==> src/spc_pkg.sv <==
/*
  package for the serial port control register block: offsets, bit positions,
  encodings and reset values.
  assumes a single 250 MHz clock domain and an AXI4-Lite master outside.
*/
// Operation
// - powered-down port reads fixed 0x0000001
// - capability field shows strapped mode, 00/01
// - pin high: even and odd capability 0
// - pin low: even 1, odd 0, odd unusable
// - trained width updates on init and change
// - trained width codes 000, 001, 010
// - override codes 000, 010, 011; rest reserved
// - changed override write forces link retrain
// - override loadable at power-up or runtime
// - pin sampled at reset release only
// - shutdown bit disables receivers and drivers
// - shut-down drivers output zeros only
// - packets for shut-down port stay queued
// - egress allow 0: maintenance only; resets 1
// - ingress allow 0: nonmaintenance gets not-accepted
// - ingress allow 1 accepts everything; resets 1
package spc_pkg;

  // -----------------------------------------------------------------
  // register map
  // -----------------------------------------------------------------
  localparam logic [11:0] SPC_CTL_OFFSET = 12'h15c;
  localparam logic [31:0] SPC_POWERDOWN_VALUE = 32'h0000_0001;

  // -----------------------------------------------------------------
  // field positions, expressed as lsb-0 indices (msb-0 bit n = 31-n)
  // -----------------------------------------------------------------
  localparam int SPC_CAP_HI = 31;       // msb-0 bits 0:1
  localparam int SPC_CAP_LO = 30;
  localparam int SPC_TW_HI = 29;        // msb-0 bits 2:4
  localparam int SPC_TW_LO = 27;
  localparam int SPC_OVR_HI = 26;       // msb-0 bits 5:7
  localparam int SPC_OVR_LO = 24;
  localparam int SPC_SHUT_BIT = 23;     // msb-0 bit 8
  localparam int SPC_EGR_BIT = 22;      // msb-0 bit 9
  localparam int SPC_INGR_BIT = 21;     // msb-0 bit 10

  // -----------------------------------------------------------------
  // encodings and reset values
  // -----------------------------------------------------------------
  localparam logic [1:0] SPC_CAP_1X_ONLY = 2'h0;
  localparam logic [1:0] SPC_CAP_4X = 2'h1;
  localparam logic [2:0] SPC_TW_1X_L0 = 3'h0;
  localparam logic [2:0] SPC_TW_1X_L2 = 3'h1;
  localparam logic [2:0] SPC_TW_4X = 3'h2;
  localparam logic [2:0] SPC_OVR_NONE = 3'h0;
  localparam logic [2:0] SPC_OVR_L0 = 3'h2;
  localparam logic [2:0] SPC_OVR_L2 = 3'h3;
  localparam logic SPC_SHUT_RST = 1'b0;
  localparam logic SPC_EGR_RST = 1'b1;
  localparam logic SPC_INGR_RST = 1'b1;
  localparam logic [1:0] SPC_RESP_OKAY = 2'h0;
  localparam logic [1:0] SPC_RESP_SLVERR = 2'h2;

endpackage

==> src/spc_bus_if.sv <==
/*
  interface carrying one register write and the read-back word between the
  axi slave and the serial port control core.
  assumes both ends sit on the same clock.
*/
`timescale 1ns/10ps
`default_nettype none
interface spc_bus_if;
  logic wr_stb;
  logic [31:0] wr_data;
  logic [3:0] wr_strb;
  logic [31:0] rd_data;
  modport core (input wr_stb, input wr_data, input wr_strb, output rd_data);
  modport slave (output wr_stb, output wr_data, output wr_strb, input rd_data);
endinterface
`default_nettype wire

==> src/spc_axi_slave.sv <==
/*
  axi4-lite slave for the single serial port control word.
  assumes one clock, synchronous active-low reset; unmapped words answer slverr.
*/
`timescale 1ns/10ps
`default_nettype none
module spc_axi_slave (
  input wire logic clk,
  input wire logic rstn,
  input wire logic [11:0] awaddr,
  input wire logic awvalid,
  output logic awready,
  input wire logic [31:0] wdata,
  input wire logic [3:0] wstrb,
  input wire logic wvalid,
  output logic wready,
  output logic [1:0] bresp,
  output logic bvalid,
  input wire logic bready,
  input wire logic [11:0] araddr,
  input wire logic arvalid,
  output logic arready,
  output logic [31:0] rdata,
  output logic [1:0] rresp,
  output logic rvalid,
  input wire logic rready,
  spc_bus_if.slave bus
);
  logic aw_ff, w_ff;
  logic [11:0] awa_ff;
  logic [31:0] wd_ff;
  logic [3:0] ws_ff;

  function automatic logic hit(input logic [11:0] a);
    hit = (a[11:2] == spc_pkg::SPC_CTL_OFFSET[11:2]);
  endfunction

  // address and data latch independently, either order
  assign awready = !aw_ff && !bvalid;
  assign wready = !w_ff && !bvalid;
  assign arready = !rvalid;

  always_ff @(posedge clk) begin
    if (!rstn) begin
      aw_ff <= 1'b0;
      w_ff <= 1'b0;
      awa_ff <= 12'h000;
      wd_ff <= 32'h0000_0000;
      ws_ff <= 4'h0;
    end else if (aw_ff && w_ff) begin
      aw_ff <= 1'b0;
      w_ff <= 1'b0;
    end else begin
      if (awvalid && awready) begin
        aw_ff <= 1'b1;
        awa_ff <= awaddr;
      end
      if (wvalid && wready) begin
        w_ff <= 1'b1;
        wd_ff <= wdata;
        ws_ff <= wstrb;
      end
    end
  end

  // write strobe in the cycle both halves are held
  assign bus.wr_stb = aw_ff && w_ff && hit(awa_ff);
  assign bus.wr_data = wd_ff;
  assign bus.wr_strb = ws_ff;

  // write response
  always_ff @(posedge clk) begin
    if (!rstn) begin
      bvalid <= 1'b0;
      bresp <= spc_pkg::SPC_RESP_OKAY;
    end else if (aw_ff && w_ff) begin
      bvalid <= 1'b1;
      bresp <= hit(awa_ff) ? spc_pkg::SPC_RESP_OKAY : spc_pkg::SPC_RESP_SLVERR;
    end else if (bready) begin
      bvalid <= 1'b0;
    end
  end

  // read answered one cycle after acceptance
  always_ff @(posedge clk) begin
    if (!rstn) begin
      rvalid <= 1'b0;
      rdata <= 32'h0000_0000;
      rresp <= spc_pkg::SPC_RESP_OKAY;
    end else if (arvalid && arready) begin
      rvalid <= 1'b1;
      rdata <= hit(araddr) ? bus.rd_data : 32'h0000_0000;
      rresp <= hit(araddr) ? spc_pkg::SPC_RESP_OKAY : spc_pkg::SPC_RESP_SLVERR;
    end else if (rready) begin
      rvalid <= 1'b0;
    end
  end
endmodule
`default_nettype wire

==> src/spc_port_ctrl.sv <==
/*
  serial port control register of one switch port: strapped capability,
  trained width, width override with retrain, shutdown and traffic gates.
  assumes the link trainer, egress and ingress logic sit outside on CLK.
*/
`timescale 1ns/10ps
`default_nettype none
module spc_port_ctrl (
  input wire logic CLK,
  input wire logic RSTN,
  input wire logic [11:0] AWADDR,
  input wire logic AWVALID,
  output logic AWREADY,
  input wire logic [31:0] WDATA,
  input wire logic [3:0] WSTRB,
  input wire logic WVALID,
  output logic WREADY,
  output logic [1:0] BRESP,
  output logic BVALID,
  input wire logic BREADY,
  input wire logic [11:0] ARADDR,
  input wire logic ARVALID,
  output logic ARREADY,
  output logic [31:0] RDATA,
  output logic [1:0] RRESP,
  output logic RVALID,
  input wire logic RREADY,
  input wire logic IS_ODD_PORT,
  input wire logic LANE_CONFIG_PIN,
  input wire logic [2:0] PWRUP_OVERRIDE,
  input wire logic POWERED_DOWN,
  input wire logic TRAIN_DONE,
  input wire logic [2:0] TRAIN_WIDTH,
  output logic FORCED_RETRAIN,
  output logic [2:0] OVERRIDE_WIDTH,
  output logic ODD_PORT_DISABLE,
  output logic PORT_SHUTDOWN,
  input wire logic [3:0] TX_LANE_DATA_IN,
  output logic [3:0] TX_LANE_DATA,
  output logic RX_ENABLE,
  input wire logic EGR_PKT_VALID,
  input wire logic EGR_PKT_MAINT,
  output logic EGR_PKT_ISSUE,
  output logic EGR_PKT_HOLD,
  input wire logic ING_PKT_VALID,
  input wire logic ING_PKT_MAINT,
  output logic ING_PKT_ACCEPT,
  output logic ING_PKT_NOT_ACCEPTED
);
  // -----------------------------------------------------------------
  // state
  // -----------------------------------------------------------------
  spc_bus_if bus ();
  logic [2:0] pin_sync_ff;
  logic [2:0] sync_fill_ff;
  logic strap_done_ff;
  logic [1:0] cap_ff;
  logic [2:0] tw_ff;
  logic [2:0] ovr_ff;
  logic shut_ff;
  logic egr_ff;
  logic ingr_ff;
  logic retrain_ff;
  logic [2:0] nxt_ovr;
  logic [31:0] live_word;

  // -----------------------------------------------------------------
  // bus slave
  // -----------------------------------------------------------------
  spc_axi_slave u_slave (
    .clk(CLK),
    .rstn(RSTN),
    .awaddr(AWADDR),
    .awvalid(AWVALID),
    .awready(AWREADY),
    .wdata(WDATA),
    .wstrb(WSTRB),
    .wvalid(WVALID),
    .wready(WREADY),
    .bresp(BRESP),
    .bvalid(BVALID),
    .bready(BREADY),
    .araddr(ARADDR),
    .arvalid(ARVALID),
    .arready(ARREADY),
    .rdata(RDATA),
    .rresp(RRESP),
    .rvalid(RVALID),
    .rready(RREADY),
    .bus(bus.slave)
  );

  // -----------------------------------------------------------------
  // strap capture
  // -----------------------------------------------------------------
  // pin is asynchronous: three stages, accept when last two agree
  // fill marker: the reset zeros in the stages would agree at once and fake a low strap
  always_ff @(posedge CLK) begin
    if (!RSTN) begin
      pin_sync_ff <= 3'h0;
      sync_fill_ff <= 3'h0;
    end else begin
      pin_sync_ff <= {pin_sync_ff[1:0], LANE_CONFIG_PIN};
      sync_fill_ff <= {sync_fill_ff[1:0], 1'b1};
    end
  end

  // capability caught once after reset release, then frozen
  always_ff @(posedge CLK) begin
    if (!RSTN) begin
      strap_done_ff <= 1'b0;
      cap_ff <= spc_pkg::SPC_CAP_1X_ONLY;
    end else if (!strap_done_ff && sync_fill_ff[2] &&
                 (pin_sync_ff[1] == pin_sync_ff[2])) begin
      strap_done_ff <= 1'b1;
      if (pin_sync_ff[2] || IS_ODD_PORT) begin
        cap_ff <= spc_pkg::SPC_CAP_1X_ONLY;
      end else begin
        cap_ff <= spc_pkg::SPC_CAP_4X;
      end
    end
  end

  // odd partner unusable whenever the even port is strapped 4x or trained 4x
  assign ODD_PORT_DISABLE = strap_done_ff && !IS_ODD_PORT &&
                            (cap_ff == spc_pkg::SPC_CAP_4X ||
                             tw_ff == spc_pkg::SPC_TW_4X);

  // -----------------------------------------------------------------
  // trained width
  // -----------------------------------------------------------------
  // follow the trainer on completion and on every later width change
  always_ff @(posedge CLK) begin
    if (!RSTN) begin
      tw_ff <= spc_pkg::SPC_TW_1X_L0;
    end else if (TRAIN_DONE) begin
      case (TRAIN_WIDTH)
        spc_pkg::SPC_TW_1X_L0, spc_pkg::SPC_TW_1X_L2, spc_pkg::SPC_TW_4X: begin
          tw_ff <= TRAIN_WIDTH;
        end
        default: begin
          tw_ff <= tw_ff;
        end
      endcase
    end
  end

  // -----------------------------------------------------------------
  // width override and retrain
  // -----------------------------------------------------------------
  // byte lane 3 holds override; reserved codes leave it unchanged
  always_comb begin
    nxt_ovr = ovr_ff;
    if (bus.wr_stb && bus.wr_strb[3]) begin
      case (bus.wr_data[spc_pkg::SPC_OVR_HI:spc_pkg::SPC_OVR_LO])
        spc_pkg::SPC_OVR_NONE, spc_pkg::SPC_OVR_L0, spc_pkg::SPC_OVR_L2: begin
          nxt_ovr = bus.wr_data[spc_pkg::SPC_OVR_HI:spc_pkg::SPC_OVR_LO];
        end
        default: begin
          nxt_ovr = ovr_ff;
        end
      endcase
    end
  end

  // power-up load repeats every cycle after release until the strap is caught
  always_ff @(posedge CLK) begin
    if (!RSTN) begin
      ovr_ff <= spc_pkg::SPC_OVR_NONE;
      retrain_ff <= 1'b0;
    end else if (!strap_done_ff) begin
      ovr_ff <= (PWRUP_OVERRIDE == spc_pkg::SPC_OVR_L0 ||
                 PWRUP_OVERRIDE == spc_pkg::SPC_OVR_L2) ?
                PWRUP_OVERRIDE : spc_pkg::SPC_OVR_NONE;
      retrain_ff <= 1'b0;
    end else begin
      ovr_ff <= nxt_ovr;
      retrain_ff <= (nxt_ovr != ovr_ff);
    end
  end

  assign FORCED_RETRAIN = retrain_ff;
  // override only reaches the trainer on a four-lane port running 4x
  assign OVERRIDE_WIDTH = (cap_ff == spc_pkg::SPC_CAP_4X && tw_ff == spc_pkg::SPC_TW_4X) ?
                          ovr_ff : spc_pkg::SPC_OVR_NONE;

  // -----------------------------------------------------------------
  // shutdown and traffic gates
  // -----------------------------------------------------------------
  // byte lane 2 holds the three control bits
  always_ff @(posedge CLK) begin
    if (!RSTN) begin
      shut_ff <= spc_pkg::SPC_SHUT_RST;
      egr_ff <= spc_pkg::SPC_EGR_RST;
      ingr_ff <= spc_pkg::SPC_INGR_RST;
    end else if (bus.wr_stb && bus.wr_strb[2]) begin
      shut_ff <= bus.wr_data[spc_pkg::SPC_SHUT_BIT];
      egr_ff <= bus.wr_data[spc_pkg::SPC_EGR_BIT];
      ingr_ff <= bus.wr_data[spc_pkg::SPC_INGR_BIT];
    end
  end

  assign PORT_SHUTDOWN = shut_ff;
  assign RX_ENABLE = !shut_ff;

  // drivers forced to zero from a flop, starting one cycle after shutdown sets
  always_ff @(posedge CLK) begin
    if (!RSTN) begin
      TX_LANE_DATA <= 4'h0;
    end else begin
      TX_LANE_DATA <= shut_ff ? 4'h0 : TX_LANE_DATA_IN;
    end
  end

  // egress: hold, never drop, so queued packets survive shutdown
  assign EGR_PKT_ISSUE = EGR_PKT_VALID && !shut_ff &&
                         (egr_ff || EGR_PKT_MAINT);
  assign EGR_PKT_HOLD = EGR_PKT_VALID && !EGR_PKT_ISSUE;

  // ingress: reject non-maintenance when gated; nothing while shut down
  assign ING_PKT_ACCEPT = ING_PKT_VALID && !shut_ff &&
                          (ingr_ff || ING_PKT_MAINT);
  assign ING_PKT_NOT_ACCEPTED = ING_PKT_VALID && !shut_ff &&
                                !ingr_ff && !ING_PKT_MAINT;

  // -----------------------------------------------------------------
  // read-back
  // -----------------------------------------------------------------
  // msb-0 numbering: fields packed from the top, reserved bits zero
  always_comb begin
    live_word = 32'h0000_0000;
    live_word[spc_pkg::SPC_CAP_HI:spc_pkg::SPC_CAP_LO] = cap_ff;
    live_word[spc_pkg::SPC_TW_HI:spc_pkg::SPC_TW_LO] = tw_ff;
    live_word[spc_pkg::SPC_OVR_HI:spc_pkg::SPC_OVR_LO] = ovr_ff;
    live_word[spc_pkg::SPC_SHUT_BIT] = shut_ff;
    live_word[spc_pkg::SPC_EGR_BIT] = egr_ff;
    live_word[spc_pkg::SPC_INGR_BIT] = ingr_ff;
  end

  assign bus.rd_data = POWERED_DOWN ? spc_pkg::SPC_POWERDOWN_VALUE : live_word;

endmodule
`default_nettype wire

==> config.mk <==
export PLATFORM = sky130hd
export DESIGN_NAME = spc_port_ctrl
export DESIGN_NICKNAME = d
export VERILOG_FILES = /design/src/spc_pkg.sv /design/src/spc_bus_if.sv /design/src/spc_axi_slave.sv /design/src/spc_port_ctrl.sv
export SDC_FILE = /design/constraint.sdc
export NUM_CORES = 1
export LEC_CHECK = 0
export BUFFER_PORTS_ARGS = -buffer_cell sky130_fd_sc_hd__buf_2
export CAP_MARGIN = 20
export CORE_MARGIN = 2
export CORE_UTILIZATION = 40
export CTS_BUF_LIST = sky130_fd_sc_hd__clkbuf_16
export DETAILED_ROUTE_END_ITERATION = 6
export MAX_ROUTING_LAYER = met4
export PLACE_DENSITY = 0.65
export SYNTH_ARGS = -nofsm -noshare
export SYNTH_HDL_FRONTEND = slang
export SYNTH_HIERARCHICAL = 1
export SYNTH_SLANG_ARGS = --single-unit
==> constraint.sdc <==
create_clock -name CLK -period 5.53 [get_ports CLK]
set_input_delay 1.106 -clock CLK [delete_from_list [all_inputs] [get_ports CLK]]
set_output_delay 1.106 -clock CLK [all_outputs]
set_load 0.02 [all_outputs]
==> impl_metrics.csv <==
group,metric,value,unit
logic_synthesis,synth_warnings,6,
finish,layout_commonest_cell,"buf_2",
timing,maxSlewHeadroom,29.36,%
job,drv_cap,0,
place,place_ws,2.736,ns
place,hpwl,5083,µm
floorplan,rows,33,
grt,grtUsageTotal,17.55,%
clocking,clockBufferDepth,2,
clocking,cts_setup_buffers,0,
timing,rsz0062_at_grt,"no",
timing,timing_hold_violations_final,0,
grt,grt_pass1_wl,12180,µm
finish,drive_gt1_share,27.65,%
finish,diodes,0,
worst_setup_path,arrival,1.68,ns
pwr,p_total,1.362,mW
hold_path,worstHoldPathType,"flop to flop",
place,gp_congestion,0.7704,
finish,fin_nets,561,
worst_setup_path,critPathBufInv,2,
timing,slew_viol_final,0,
timing,post-route-min-period,2.785,ns
worst_setup_path,slowest_delay,0.21,ns
place,portBuffers,106,
logic_synthesis,avgSynthCellArea,8.910,µm²
logic_synthesis,syn-cell-area,3306,µm²
worst_setup_path,crit_chain,"buf_2 -> o211a_1 -> nor2b_1 -> buf_2",
pwr,irDropWorstVdd,201.4,µV
clocking,cts_buffers,9,
floorplan,initial_core_util,40.85,%
worst_setup_path,end_kind,"primary output",
finish,layout_common_cells,"buf_2 (106), dfxtp_1 (78), nand3_1 (40)",
clocking,ctsResizeCount,0,
floorplan,io_pins,141,
timing,fin_crit_sh,50.37,%
grt,first_global_vias,2777,
route,wire_per_inst,12.64,µm
route,drt_iter0_drc,86,
worst_setup_path,cp_common_cell,"buf_2",
route,vias_per_cell,4.933,
worst_setup_path,criticalPathCategory,"input pin to primary output",
clocking,path_clk_slew,0.06,ns
route,drt_pass1_iterations,4,
route,drc,0,
clocking,postCtsHoldBufs,0,
clocking,htree_levels,3,
grt,antenna_found_initial,0,
clocking,root_buffer,"clkbuf_16",
worst_setup_path,cp_slowest_cell,"o211a_1",
timing,fin_tns_setup,0,ns
worst_setup_path,cp-start-kind,"input pin",
route,vias,2891,
timing,fin_skew,0.004898,ns
floorplan,die_x,94.91,µm
timing,clock.fmax,359.0,MHz
worst_setup_path,critPathTopFamily,"buffers and inverters",
pwr,total_leakage_power,1.800,nW
floorplan,die-area,9007,µm²
worst_setup_path,critical_path_required,4.42,ns
clocking,clock_sinks,78,
grt,grt_max_degree,57,
floorplan,die_h,94.91,µm
timing,timing.final.ws_setup,2.745,ns
clocking,clkLatencyLatePin,0.32,ns
timing,worst-slew-pin-transition,1.055,ns
grt,overflow,0,
route,routed_wl,7405,µm
logic_synthesis,synthCells,371,
route,postRouteAntennaNets,0,
floorplan,core-area,8093,µm²
timing,setup_viol,0,
worst_setup_path,worstPathMaxFanout,2,
pwr,power_density,321.6,nW/µm²
clocking,cts_tree,"built",
finish,areaGrowthSynthToFinish,28.12,%
outcome,status,"finished, final reports clean",
## where the power goes
part / internal (mW) / total [mW] / switching (mW)
combinational: 0.0503 / 0.118 / 0.0679
clock: 0.434 / 0.648 / 0.214
sequential: 0.581 / 0.596 / 0.0147
total: 1.07 / 1.36 / 0.297
## per-stage QoR
step	cell area, µm²	hold WS [ns]	utilization [%]	std cells
after floorplan	3385	0.4119	-	392
after global placement	3850	0.4129	47.57	568
after detailed placement	3905	0.4191	48.25	570
after CTS	4235	0.4364	52.33	586
after global routing	4235	0.4529	52.33	586
final	4235	0.4311	52.33	586
## flip-flops by register name (all words and copies together) (netlist names), 2 cells and up
name                 flops
ovr_ff                   3
sync_fill_ff             3
u_slave/rdata           32
u_slave/bus.wr_strb      2
TX_LANE_DATA             4
tw_ff                    3
pin_sync_ff              3
u_slave/awa_ff          10
u_slave/bus.wr_data      6
## worst reg2reg max path, stage by stage (launching register included)
cell	delay, ns
dfxtp_1	0.39
nor3b_2	0.89
mux2i_1	0.29
nor2b_1	0.06
## metal layers
metal	GRT usage [%]	wire length [µm]	share of wire (%)	vias up
met5	-	0	0	-
met1	20.81	3382	46	1309
met4	5.314	61	0.82	0
met2	28.78	3514	47	85
li1	-	-	-	1491
met3	5.188	446	6.0	6
## layout make-up
type,instances,area [µm²]
timing repair buffer,111,608.1
inverter,3,11.26
multi-input combinational,273,1593
clock buffer,9,225.2
fill,803,3857
sequential,78,1562
clock inverter,7,105.1
tap,105,131.4
## final timing paths
| check | startpoint | endpoint | slack, ns | cells past startpoint |
|---|---|---|---|---|
| worst max register to register | u_slave/bvalid | u_slave/awa_ff[10] | 3.78 | 3 |
| worst min-delay path | sync_fill_ff[0] | sync_fill_ff[1] | 0.43 | 1 |
| worst max-delay path | EGR_PKT_MAINT | EGR_PKT_HOLD | 2.74 | 4 |
| worst min register to register | sync_fill_ff[0] | sync_fill_ff[1] | 0.43 | 1 |
Note: power is estimated with default switching activity, not from simulation.
